## config.mk

```make
export PLATFORM = sky130hd
export DESIGN_NAME = twd_timer_watchdog
export DESIGN_NICKNAME = d
export VERILOG_FILES = /design/src/twd_pkg.sv /design/src/twd_timer_watchdog.sv
export SDC_FILE = /design/constraint.sdc
export NUM_CORES = 1
export LEC_CHECK = 0
export BUFFER_PORTS_ARGS = -buffer_cell sky130_fd_sc_hd__buf_2
export CELL_PAD_IN_SITES_DETAIL_PLACEMENT = 1
export CELL_PAD_IN_SITES_GLOBAL_PLACEMENT = 1
export CORE_UTILIZATION = 39
export DETAILED_ROUTE_END_ITERATION = 12
export PLACE_DENSITY = 0.87
export SLEW_MARGIN = 25
export SYNTH_ARGS = -nofsm -noshare
export SYNTH_HDL_FRONTEND = slang
export SYNTH_SLANG_ARGS = --single-unit
```

## constraint.sdc

```tcl
create_clock -name pclk -period 2.1 [get_ports pclk]
set_input_delay 0.105 -clock pclk [delete_from_list [all_inputs] [get_ports pclk]]
set_output_delay 0.105 -clock pclk [all_outputs]
set_load 0.05 [all_outputs]
```

## src/twd_pkg.sv

```systemverilog
// Constants, register map and types of the timer/watchdog unit.
// Assumes a 32-bit APB slave port and one 200 MHz clock.
// Functional notes
// A 16-bit down-counter is decremented by the output of an 8-bit prescaler.
// The count source is the external input or the internal clock divided by four.
// Setting the run bit starts counting next cycle; clearing it stops counting.
// A restart resumes from the held value unless a new constant was written.
// A new constant waits for terminal count; a new prescale value acts at once.
// Terminal count is the counter standing at zero when a count arrives.
// In watchdog mode the run bit does not gate counting.
// The single/continuous bit is writable anytime, together with the run bit.
// Single mode: terminal count stops, reloads the constant and clears run.
// Single mode: a constant changed while stopped is loaded on restart.
// Continuous mode: each terminal count reloads the constant and keeps counting.
// Input enable selects external input pulses, else internal clock divided by four.
// Event mode: each falling edge of the input is one count while running.
// The source keeps falling edges at least eight clock periods apart.
// Gated mode: count at clock/4 only while running and the input is high.
// Triggerable mode: clock/4 counting starts at a falling edge after run is set.
// Retriggerable mode: falling edges while running reload the constant.
// Output disabled drives the waveform output high.
// Square-wave style toggles the waveform output at each terminal count.
// Timer terminal count routes to the top-level or the channel A0 interrupt.
// A strap held low at reset forces watchdog mode permanently.
// Software loads prescale and constant before starting, else reset values count.
// Level style copies the output level bit to the output at terminal count.
// Watchdog: writing AAh then 55h to the low count register reloads and restarts.
// Watchdog terminal count raises a system reset request.
// A prescale value n divides by n plus one.
// The external input is synchronised before edge detection.
package twd_pkg;
    localparam logic [7:0]  TWD_OFS_CTRL   = 8'h00;
    localparam logic [7:0]  TWD_OFS_HIGH   = 8'h04;
    localparam logic [7:0]  TWD_OFS_LOW    = 8'h08;
    localparam logic [7:0]  TWD_OFS_PRE    = 8'h0C;
    localparam logic [7:0]  TWD_OFS_CFG    = 8'h10;
    localparam logic [7:0]  TWD_OFS_STAT   = 8'h14;
    localparam logic [7:0]  TWD_RST_CTRL   = 8'h12;
    localparam logic [15:0] TWD_RST_CONST  = 16'hFFFF;
    localparam logic [7:0]  TWD_RST_PRE    = 8'hFF;
    localparam logic [2:0]  TWD_RST_CFG    = 3'h7;
    localparam int          TWD_B_RUN      = 7;
    localparam int          TWD_B_SINGLE   = 6;
    localparam int          TWD_B_MODE_HI  = 5;
    localparam int          TWD_B_MODE_LO  = 4;
    localparam int          TWD_B_INPUT_ENABLE_BIT     = 3;
    localparam int          TWD_B_STYLE    = 2;
    localparam int          TWD_B_LEVEL    = 1;
    localparam int          TWD_B_OUTPUT_ENABLE_BIT    = 0;
    localparam int          TWD_B_WDEN_LOW = 0;
    localparam int          TWD_B_A0_SEL   = 1;
    localparam int          TWD_B_TOP_SEL  = 2;
    localparam logic [7:0]  TWD_KEY_ARM    = 8'hAA;
    localparam logic [7:0]  TWD_KEY_FIRE   = 8'h55;
    localparam logic [1:0]  TWD_DIV_LAST   = 2'h3;
    typedef enum logic [1:0] {IM_EVENT, IM_GATED, IM_TRIG, IM_RETRIG} twd_inmode_t;
endpackage

```

## src/twd_timer_watchdog.sv

```systemverilog
// Timer/watchdog unit: prescaler, 16-bit down-counter, input modes, output and routing.
// Assumes pins are synchronous to pclk except the count input, which is synchronised here.
//
// The placing of the registers and the APB register port were left to the implementer.
`timescale 1ns/1ps
`default_nettype none
module twd_timer_watchdog
    import twd_pkg::*;
(
    input  wire logic        pclk,
    input  wire logic        presetn,
    input  wire logic        psel,
    input  wire logic        penable,
    input  wire logic        pwrite,
    input  wire logic [7:0]  paddr,
    input  wire logic [31:0] pwdata,
    output logic      [31:0] prdata,
    output logic             pready,
    output logic             pslverr,
    input  wire logic        external_count_input,
    input  wire logic        external_interrupt_line_zero,
    input  wire logic        top_level_pin,
    input  wire logic        hw_sw_watchdog_strap,
    output logic             waveform_output,
    output logic             top_level_irq,
    output logic             channel_a0_irq,
    output logic             system_reset_req
);
    import twd_pkg::*;

    logic [7:0]  ctrl_ff;
    logic [15:0] const_ff;
    logic [7:0]  pre_ff;
    logic [2:0]  cfg_ff;
    logic [15:0] cnt_ff;
    logic [7:0]  pre_cnt_ff;
    logic [1:0]  div_ff;
    logic        pend_ff;
    logic        armed_ff;
    logic        key_ff;
    logic        strap_done_ff;
    logic        strap_hw_ff;
    logic        sync1_ff;
    logic        sync2_ff;
    logic        prev_ff;
    logic        toggle_ff;
    logic        wave_ff;
    logic        top_ff;
    logic        a0_ff;
    logic        rst_req_ff;
    logic        wdg_prev_ff;
    logic [31:0] nxt_prdata;

    logic        acc;
    logic        wr;
    logic        wr_ctrl;
    logic        wr_const;
    logic        wr_pre;
    logic        wdg;
    logic        run_eff;
    logic        tick4;
    logic        fall;
    logic        src;
    logic        src_pulse;
    logic        cnt_tick;
    logic        eoc;
    logic        start_ev;
    logic        kick;
    logic        retrig;
    logic        wdg_start;
    logic        reload;
    twd_inmode_t mode;

    function automatic logic hit(input logic [7:0] a, input logic [7:0] ofs);
        hit = (a == ofs);
    endfunction

    // Zero-wait slave: every access completes in its first access cycle
    assign pready  = 1'b1;
    assign acc     = psel & penable;
    assign wr      = acc & pwrite;
    assign pslverr = acc & ~(hit(paddr, TWD_OFS_CTRL) | hit(paddr, TWD_OFS_HIGH) |
                             hit(paddr, TWD_OFS_LOW) | hit(paddr, TWD_OFS_PRE) |
                             hit(paddr, TWD_OFS_CFG) | hit(paddr, TWD_OFS_STAT));
    assign wr_ctrl  = wr & hit(paddr, TWD_OFS_CTRL);
    assign wr_pre   = wr & hit(paddr, TWD_OFS_PRE);
    // Constant is frozen once the watchdog runs; low writes then carry the key
    assign wr_const = wr & ~wdg & (hit(paddr, TWD_OFS_HIGH) | hit(paddr, TWD_OFS_LOW));

    assign wdg     = ~cfg_ff[TWD_B_WDEN_LOW] | strap_hw_ff;
    assign run_eff = wdg | ctrl_ff[TWD_B_RUN];
    assign mode    = twd_inmode_t'({ctrl_ff[TWD_B_MODE_HI], ctrl_ff[TWD_B_MODE_LO]});
    assign tick4   = (div_ff == TWD_DIV_LAST);
    assign fall    = prev_ff & ~sync2_ff;

    // Watchdog ignores input mode and always runs on clock/4
    always_comb begin
        src = tick4;
        if (!wdg && ctrl_ff[TWD_B_INPUT_ENABLE_BIT]) begin
            case (mode)
                IM_EVENT:  src = fall;
                IM_GATED:  src = tick4 & sync2_ff;
                IM_TRIG:   src = tick4 & armed_ff;
                IM_RETRIG: src = tick4;
                default:   src = tick4;
            endcase
        end
    end

    assign src_pulse = run_eff & src;
    assign cnt_tick  = src_pulse & (pre_cnt_ff == 8'h00);
    assign eoc       = cnt_tick & (cnt_ff == 16'h0000);
    assign start_ev  = wr_ctrl & pwdata[TWD_B_RUN] & ~ctrl_ff[TWD_B_RUN] & ~wdg;
    assign kick      = wdg & key_ff & wr & hit(paddr, TWD_OFS_LOW) & (pwdata[7:0] == TWD_KEY_FIRE);
    assign retrig    = ~wdg & ctrl_ff[TWD_B_INPUT_ENABLE_BIT] & (mode == IM_RETRIG) & ctrl_ff[TWD_B_RUN] & fall;
    assign wdg_start = wdg & ~wdg_prev_ff;
    assign reload    = kick | retrig | wdg_start | (start_ev & pend_ff) | eoc;

    // Strap caught once after reset release; a later change has no effect
    always_ff @(posedge pclk or negedge presetn) begin
        if (!presetn) begin
            strap_done_ff <= 1'b0;
            strap_hw_ff   <= 1'b0;
        end else if (!strap_done_ff) begin
            strap_done_ff <= 1'b1;
            strap_hw_ff   <= ~hw_sw_watchdog_strap;
        end
    end

    always_ff @(posedge pclk or negedge presetn) begin
        if (!presetn) begin
            sync1_ff <= 1'b1;
            sync2_ff <= 1'b1;
            prev_ff  <= 1'b1;
        end else begin
            sync1_ff <= external_count_input;
            sync2_ff <= sync1_ff;
            prev_ff  <= sync2_ff;
        end
    end

    always_ff @(posedge pclk or negedge presetn) begin
        if (!presetn) begin
            div_ff <= 2'h0;
        end else begin
            div_ff <= div_ff + 2'h1;
        end
    end

    // Software write wins over the hardware clear of run
    always_ff @(posedge pclk or negedge presetn) begin
        if (!presetn) begin
            ctrl_ff <= TWD_RST_CTRL;
        end else if (wr_ctrl) begin
            ctrl_ff <= pwdata[7:0];
        end else if (eoc && ctrl_ff[TWD_B_SINGLE] && !wdg) begin
            ctrl_ff[TWD_B_RUN] <= 1'b0;
        end
    end

    always_ff @(posedge pclk or negedge presetn) begin
        if (!presetn) begin
            const_ff <= TWD_RST_CONST;
        end else if (wr_const && hit(paddr, TWD_OFS_HIGH)) begin
            const_ff[15:8] <= pwdata[7:0];
        end else if (wr_const) begin
            const_ff[7:0] <= pwdata[7:0];
        end
    end

    // Pending flag: a write in the same cycle as a load wins
    always_ff @(posedge pclk or negedge presetn) begin
        if (!presetn) begin
            pend_ff <= 1'b0;
        end else if (wr_const) begin
            pend_ff <= 1'b1;
        end else if (reload) begin
            pend_ff <= 1'b0;
        end
    end

    always_ff @(posedge pclk or negedge presetn) begin
        if (!presetn) begin
            pre_ff <= TWD_RST_PRE;
        end else if (wr_pre) begin
            pre_ff <= pwdata[7:0];
        end
    end

    // Only one-way: once cleared the watchdog cannot be switched off
    always_ff @(posedge pclk or negedge presetn) begin
        if (!presetn) begin
            cfg_ff <= TWD_RST_CFG;
        end else if (wr && hit(paddr, TWD_OFS_CFG)) begin
            cfg_ff[TWD_B_TOP_SEL:TWD_B_A0_SEL] <= pwdata[TWD_B_TOP_SEL:TWD_B_A0_SEL];
            cfg_ff[TWD_B_WDEN_LOW] <= cfg_ff[TWD_B_WDEN_LOW] & pwdata[TWD_B_WDEN_LOW];
        end
    end

    always_ff @(posedge pclk or negedge presetn) begin
        if (!presetn) begin
            wdg_prev_ff <= 1'b0;
        end else begin
            wdg_prev_ff <= wdg;
        end
    end

    always_ff @(posedge pclk or negedge presetn) begin
        if (!presetn) begin
            key_ff <= 1'b0;
        end else if (wdg && wr && hit(paddr, TWD_OFS_LOW)) begin
            key_ff <= (pwdata[7:0] == TWD_KEY_ARM);
        end
    end

    always_ff @(posedge pclk or negedge presetn) begin
        if (!presetn) begin
            armed_ff <= 1'b0;
        end else if (!ctrl_ff[TWD_B_RUN]) begin
            armed_ff <= 1'b0;
        end else if (fall) begin
            armed_ff <= 1'b1;
        end
    end

    // New prescale value takes over the running division at once
    always_ff @(posedge pclk or negedge presetn) begin
        if (!presetn) begin
            pre_cnt_ff <= TWD_RST_PRE;
        end else if (wr_pre) begin
            pre_cnt_ff <= pwdata[7:0];
        end else if (kick || retrig || wdg_start) begin
            pre_cnt_ff <= pre_ff;
        end else if (cnt_tick) begin
            pre_cnt_ff <= pre_ff;
        end else if (src_pulse) begin
            pre_cnt_ff <= pre_cnt_ff - 8'h01;
        end
    end

    always_ff @(posedge pclk or negedge presetn) begin
        if (!presetn) begin
            cnt_ff <= TWD_RST_CONST;
        end else if (kick || retrig || wdg_start) begin
            cnt_ff <= const_ff;
        end else if (start_ev && pend_ff) begin
            cnt_ff <= const_ff;
        end else if (eoc) begin
            cnt_ff <= const_ff;
        end else if (cnt_tick) begin
            cnt_ff <= cnt_ff - 16'h0001;
        end
    end

    always_ff @(posedge pclk or negedge presetn) begin
        if (!presetn) begin
            toggle_ff <= 1'b0;
        end else if (eoc) begin
            toggle_ff <= ~toggle_ff;
        end
    end

    // Level style holds between terminal counts, so software may change the bit freely
    always_ff @(posedge pclk or negedge presetn) begin
        if (!presetn) begin
            wave_ff <= 1'b1;
        end else if (!ctrl_ff[TWD_B_OUTPUT_ENABLE_BIT]) begin
            wave_ff <= 1'b1;
        end else if (eoc && ctrl_ff[TWD_B_STYLE]) begin
            wave_ff <= ctrl_ff[TWD_B_LEVEL];
        end else if (eoc) begin
            wave_ff <= ~toggle_ff;
        end else if (!ctrl_ff[TWD_B_STYLE]) begin
            wave_ff <= toggle_ff;
        end
    end
    assign waveform_output = wave_ff;

    always_ff @(posedge pclk or negedge presetn) begin
        if (!presetn) begin
            top_ff     <= 1'b0;
            a0_ff      <= 1'b0;
            rst_req_ff <= 1'b0;
        end else begin
            top_ff     <= cfg_ff[TWD_B_TOP_SEL] ? top_level_pin : (eoc & ~wdg);
            a0_ff      <= cfg_ff[TWD_B_A0_SEL] ? external_interrupt_line_zero : (eoc & ~wdg);
            rst_req_ff <= eoc & wdg;
        end
    end
    assign top_level_irq    = top_ff;
    assign channel_a0_irq   = a0_ff;
    assign system_reset_req = rst_req_ff;

    // Count registers read the live counter, not the stored constant
    always_comb begin
        nxt_prdata = 32'h0000_0000;
        if (acc && !pwrite) begin
            case (paddr)
                TWD_OFS_CTRL: nxt_prdata[7:0] = ctrl_ff;
                TWD_OFS_HIGH: nxt_prdata[7:0] = cnt_ff[15:8];
                TWD_OFS_LOW:  nxt_prdata[7:0] = cnt_ff[7:0];
                TWD_OFS_PRE:  nxt_prdata[7:0] = pre_ff;
                TWD_OFS_CFG:  nxt_prdata[2:0] = cfg_ff;
                TWD_OFS_STAT: nxt_prdata[2:0] = {pend_ff, strap_hw_ff, wdg};
                default:      nxt_prdata = 32'h0000_0000;
            endcase
        end
    end
    assign prdata = nxt_prdata;
endmodule
`default_nettype wire

```

# ---- Word level (Yosys, flattened, before mapping)
# Index checks and enable logic that the tools add are counted.
# Widths: inputs -> output; s select.
dict set report word_totals {
  out_inout_bits 38
  ff_bits 75
  in_bits 49
}
dict set report classes {
  add_sub_neg 3
  bitwise_logic 50
  n_mux 25
  n_reduce_logical 23
  n_eq_ne 13
}
# cell count
set ops {}
lappend ops {{$mux 16} 4}
lappend ops {{$mux 8} 5}
lappend ops {{$and 1x1->1} 29}
lappend ops {{$pmux 5 s4} 1}
lappend ops {{$pmux 3 s6} 1}
lappend ops {{$eq 8x4->1 const B} 2}
lappend ops {{$eq 8x5->1 const B} 2}
lappend ops {{$logic_not 16->1} 1}
lappend ops {{$logic_not 8->1} 2}
lappend ops {{$sub 16x1->16 const B} 1}
lappend ops {{$mux 1} 13}
lappend ops {{$or 1x1->1} 12}
lappend ops {{$logic_and 1x1->1} 10}
lappend ops {{$not 1->1} 9}
lappend ops {{$eq 8x3->1 const B} 1}
lappend ops {{$eq 8x7->1 const B} 1}
lappend ops {{$eq 8x8->1 const B} 1}
lappend ops {{$reduce_bool 4->1} 2}
lappend ops {{$sub 8x1->8 const B} 1}
lappend ops {{$eq 2x2->1 const B} 3}
lappend ops {{$ne 4x2->1 const B} 1}
lappend ops {{$pmux 1 s4} 1}
lappend ops {{$reduce_bool 2->1} 2}
lappend ops {{$add 2x1->2 const B} 1}
lappend ops {{other kinds (6)} 8}

# ---- Logic depth before layout (Yosys ltp)
dict set report depth {
  depth_word 13
  depth_mapped 9
  mapped_depth_nobuf 8
}

# ---- Least setup slack after synthesis
# No wires, ideal clock.
dict set report synth_timing {
  kind {in2out}
  start {input paddr[1]}
  end {output prdata[1]}
  path_slack_ns -0.267
  required_time_ns 1.995
  path_stages 8
  arrival_ns 2.262
  cell_sequence {or2_2 > clkbuf_1 > nor4_1 > and3b_1 > clkbuf_1 > a22oi_1 > a21o_1 > a21oi_1}
}
dict set report synth_between {
  elab_chain_len 3
}
# item line_no
set synth_lines {}
lappend synth_lines {{start: declaration} twd_timer_watchdog.sv:15} ;# input wire logic [7:0] paddr,
lappend synth_lines {{$eq 8x5->1 (tied with other cells)} twd_timer_watchdog.sv:298} ;# case (paddr)
lappend synth_lines {{$pmux 3 s6 (*)} twd_timer_watchdog.sv:298}
lappend synth_lines {{$mux 8 (*)} twd_timer_watchdog.sv:297} ;# if (acc && !pwrite) begin
lappend synth_lines {{end: declaration} twd_timer_watchdog.sv:17} ;# output logic [31:0] prdata,
# Every way passes the cells marked *; elsewhere a longest branch is shown, timed or not.

# ---- Worst setup path after layout
dict set report layout_timing {
  start {register ctrl_ff[4]}
  end {register cnt_ff[7]}
}
dict set report layout_between {
  elab_chain_len 9
}
# item line_no
set layout_lines {}
lappend layout_lines {{start: declaration} twd_timer_watchdog.sv:31} ;# logic [7:0] ctrl_ff;
lappend layout_lines {{start signal: assignment} twd_timer_watchdog.sv:155} ;# ctrl_ff <= pwdata[7:0];
lappend layout_lines {{$eq 2x2->1 (tied with other cells)} {twd_timer_watchdog.sv:100, twd_timer_watchdog.sv:115}}
lappend layout_lines {{$pmux 1 s4} twd_timer_watchdog.sv:100} ;# case (mode)
lappend layout_lines {{$mux 1} twd_timer_watchdog.sv:99} ;# if (!wdg && ctrl_ff[TWD_B_INPUT_ENABLE_BIT]) begin
lappend layout_lines {{$and 1x1->1} twd_timer_watchdog.sv:110} ;# assign src_pulse = run_eff & src;
lappend layout_lines {{$and 1x1->1} twd_timer_watchdog.sv:111} ;# assign cnt_tick = src_pulse & (pre_cnt_ff == 8'h00);
lappend layout_lines {{$and 1x1->1} twd_timer_watchdog.sv:112} ;# assign eoc = cnt_tick & (cnt_ff == 16'h0000);
lappend layout_lines {{$mux 16} twd_timer_watchdog.sv:248} ;# end else if (eoc) begin
lappend layout_lines {{$mux 16} twd_timer_watchdog.sv:246} ;# end else if (start_ev && pend_ff) begin
lappend layout_lines {{$mux 16} twd_timer_watchdog.sv:244} ;# end else if (kick || retrig || wdg_start) begin
lappend layout_lines {{end signal: assignment} twd_timer_watchdog.sv:245} ;# cnt_ff <= const_ff;
lappend layout_lines {{end signal: assignment} twd_timer_watchdog.sv:247} ;# cnt_ff <= const_ff;
lappend layout_lines {{end signal: assignment} twd_timer_watchdog.sv:249} ;# cnt_ff <= const_ff;
lappend layout_lines {{end: declaration} twd_timer_watchdog.sv:35} ;# logic [15:0] cnt_ff;
# Parallel ways exist; a longest one is shown, timed or not.
# A chain may end at the register's enable or synchronous reset.

==> Flow_metrics.wiki <==
{| class="wikitable"
! Metric !! Value
|-
| Setup repair after global routing missed its margin || true
|-
| Power per cell area || 915 mW/mm^2
|-
| Design Power || 5360 uW
|-
| Share of async-settable or async-resettable flops after synthesis || 1.00
|-
| Path class of the lowest-slack min-delay path || in2reg
|-
| Level count of the clock H-tree || 3
|-
| 1st-iter DRT viols || about 320
|-
| Wire length after detailed routing || about 17000 um
|-
| Largest net degree at the start of global routing || 76
|-
| Outcome || finished with violations
|-
| R2r setup slk || -350 ps
|-
| FMAX || 408 MHz
|-
| WP data arrival || around 2700 ps
|-
| Post-layout utilization of the core || 0.533
|-
| Residual DRC count || 0
|-
| Setup Total Neg Slack || -5850 ps
|-
| Number of placed I/O pins || 87
|-
| Critical path cell sequence || inv_2 > ha_4 > nand3b_1 > o22a_2 > a211o_4 > or3_4 > mux2i_2 > o21ai_1
|-
| Gate count of the mapped netlist || 447
|-
| Vias per Instance || 6.08
|-
| Nature of the critical path startpoint || flip-flop
|-
| First-pass GRT wire length || approximately 25000 um
|-
| Worst path buffer plus inverter count || 1
|-
| Final-layout fill cell count || 1197
|-
| Initial Utilization || 0.406
|-
| Post-detailed-placement half-perimeter wirelength || 10600 um
|-
| Launching point of the worst reg2reg path || ctrl_ff[4]
|-
| Sequential-to-total area share from yosys stat || 0.437
|-
| Placeable core area || 0.0110 mm^2
|-
| Number of endpoints with negative hold slack in the final report || 0
|-
| Area growth from synthesis to layout || 31.1%
|-
| Slowest cell delay on critical path || around 550 ps
|-
| Die Outline Area || 0.0119 mm^2
|-
| Number of flip-flops and latches in the synthesized netlist || 75
|-
| Leakage power || around 0.0025 uW
|-
| Min Hold Slack || 102 ps
|-
| Cell with the largest stage delay on the worst path || dfstp_2
|-
| Critical Path Source || ctrl_ff[4]
|-
| Overall overflow remaining after global route || 0
|-
| Crit path max fanout || 8
|-
| Cell Count Post-Placement || around 670
|-
| Via count of the first global-routing pass || ~4.5k
|-
| TritonCTS sink count || 75
|-
| Slew at the pin closest to its max-slew limit || 624 ps
|-
| # Max-Cap Violations || 0
|-
| CTS Root Cell || clkbuf_16
|-
| TritonCTS clock tree || built
|-
| Number of cells in the finished layout apart from fillers || 697
|-
| Clock skew after layout || 7.73 ps
|-
| Violated checks || setup timing
|-
| RePlAce Congestion || 0.898
|-
| Drt pass-1 iters || 5
|-
| Data required time of the worst path || 2350 ps
|-
| Fin crit share || 1.17
|-
| Final setup violation count || 33
|-
| Mean instance size in the synthesized netlist || 9.98 um^2
|-
| Die width || 109 um
|-
| Max-Slew Margin vs Limit || 0.580
|-
| Leading register cell type out of synthesis || dfstp_2
|-
| Kind of critical path || reg2reg
|-
| Highest ir drop seen on vdd || around 0.73 mV
|-
| Post-layout net count || 608
|-
| Summed instance area of the synthesized netlist || around 0.0045 mm^2
|-
| Worst Hold Launch || pwdata[6]
|-
| Count of pins over their slew limit || 0
|-
| Row count || 38
|-
| Height of the chip || 109 um
|-
| Antenna fix cells || 0
|-
| Minimum period implied by the final worst setup slack || 2450 ps
|-
| Count of flip-flops with a built-in enable after synthesis || 0
|-
| Worst setup margin || -353 ps
|-
| Number of I/O port buffers || 37
|-
| Average wire per standard cell || 24.3 um
|-
| Maximum clock insertion buffer count || 2
|-
| Clock transition at path regs || 60 ps
|-
| Ratio of cells with drive above 1 in the final layout || 0.488
|-
| Later-pin clock latency in the skew report || about 340 ps
|-
| YS warnings || 0
|-
| Critical Path End Type || flip-flop
|-
| Number of antenna violations at the first check in global routing || 0
|-
| TritonCTS buffer count || 9
|-
| Post-route antenna net violation count || 0
|-
| Cell family with most CP delay || compound AO/OA/AOI/OAI gates
|-
| Library cells used by synthesis || 70
|-
| Total routing usage reported by global routing || 0.290
|-
| Total number of vias || ~4.2k
|}
report_power, final:
part	internal [uW]	leakage, uW	total (uW)	switching, uW
registers	1830	0.000823	2160	323
clock network	918	0.000138	1500	582
logic	712	0.00158	1700	987
total	3460	0.00254	5360	1890
sequential cells by signal (all words and copies together), names as in the netlist, 2 cells and up:
signal,count
const_ff,16
pre_cnt_ff,8
pre_ff,8
ctrl_ff,8
cfg_ff,3
cnt_ff,16
div_ff,2
tightest hold or removal path, delay by kind of cell:
kind          cells  cell delay [ps]
buf+inv           1              180
simple gates      2              140
layer usage:
layer	track usage	vias up	routed length, um
met5	0	-	0
met4	0.155	0	1010
met3	0.0424	77	1160
met2	0.510	225	8580
met1	0.338	2158	6170
li1	-	1779	-
synth_stat cells, drive strengths merged (3+ instances only):
cell     n  share of area
dfstp   57           0.34
nand2   57          0.048
mux2    34          0.086
buf     33          0.052
nor2    33          0.030
o21ai   21          0.026
dfrtp   18           0.10
a21oi   14          0.016
inv     13          0.011
nand3   13          0.015
nor3    12          0.016
nor4    11          0.024
clkbuf   9         0.0076
mux2i    9          0.020
nand3b   8          0.013
a22oi    7          0.012
a31oi    7         0.0098
ha       7          0.020
o22ai    6         0.0084
a222oi   5          0.011
o22a     5          0.010
a21o     4         0.0067
and3     4         0.0056
o211ai   4         0.0067
or2      4         0.0056
or3      4         0.0056
xor2     4         0.0078
a211oi   3         0.0050
and2     3         0.0048
nand2b   3         0.0042
cell usage in the layout (no fill, tap or decap), drive strengths merged, types with 5 or more instances in the layout:
cell type	Yosys	final
nand3	13	13
o21ai	21	21
nor4	11	11
nor2	33	33
dfstp	57	57
ha	7	7
clkbuf	9	13
conb	2	26
a31oi	7	7
dfrtp	18	18
dlygate4sd3	0	5
nor3	12	12
a21oi	14	14
a222oi	5	5
buf	33	107
nand2	57	57
mux2i	9	9
a22oi	7	7
nand3b	8	8
mux2	34	34
o22ai	6	6
inv	13	13
o22a	5	5
cells by family after synthesis:
family / after synthesis / share of synthesized area
buf+inv: 55 / 0.0706
mux: 43 / 0.106
flops: 75 / 0.437
compound gates: 94 / 0.152
fa+ha+maj: 7 / 0.0196
xor+xnor: 4 / 0.00785
simple gates: 167 / 0.206
other cells: 2 / 0.00168
per-stage QoR:
step	instance area, um^2	setup WS (ps)
after detailed placement	5180	-342
after floorplan	4610	-131
after CTS	5750	-307
after global routing	5850	-385
final	5850	-353
after global placement	5180	-212
area by class of cell:
| type | count | area (um^2) | share of cell area |
|---|---|---|---|
| Tap cell | 140 | 175 | 0.0299 |
| Clock buffer | 13 | 240 | 0.0411 |
| Timing Repair Buffer | 112 | 838 | 0.143 |
| Multi-Input combinational cell | 341 | 2560 | 0.438 |
| Sequential cell | 75 | 1950 | 0.333 |
| Inverter | 13 | 48.8 | 0.00834 |
| Clock inverter | 3 | 40.0 | 0.00684 |
repair_timing:
action / CTS / global route
endpoints found under the setup margin: 46 / 36
gates cloned: 1 / 0
hold endpoints to repair: 22 / 0
buffers inserted: 6 / 4
hold buffers: 5 / 0
gates resized for setup: 52 / 19
pin swaps: 21 / 11
path summary, 6_finish.rpt:
check / end / depth (start not counted)
setup / recovery: cnt_ff[7] / 8
hold / removal: pre_ff[6] / 3
setup reg to reg: cnt_ff[7] / 8
hold reg to reg: sync2_ff / 0
max in group asynchronous: sync1_ff / 3
min in group asynchronous: ctrl_ff[6] / 3
(Power assumes the default switching activity.)
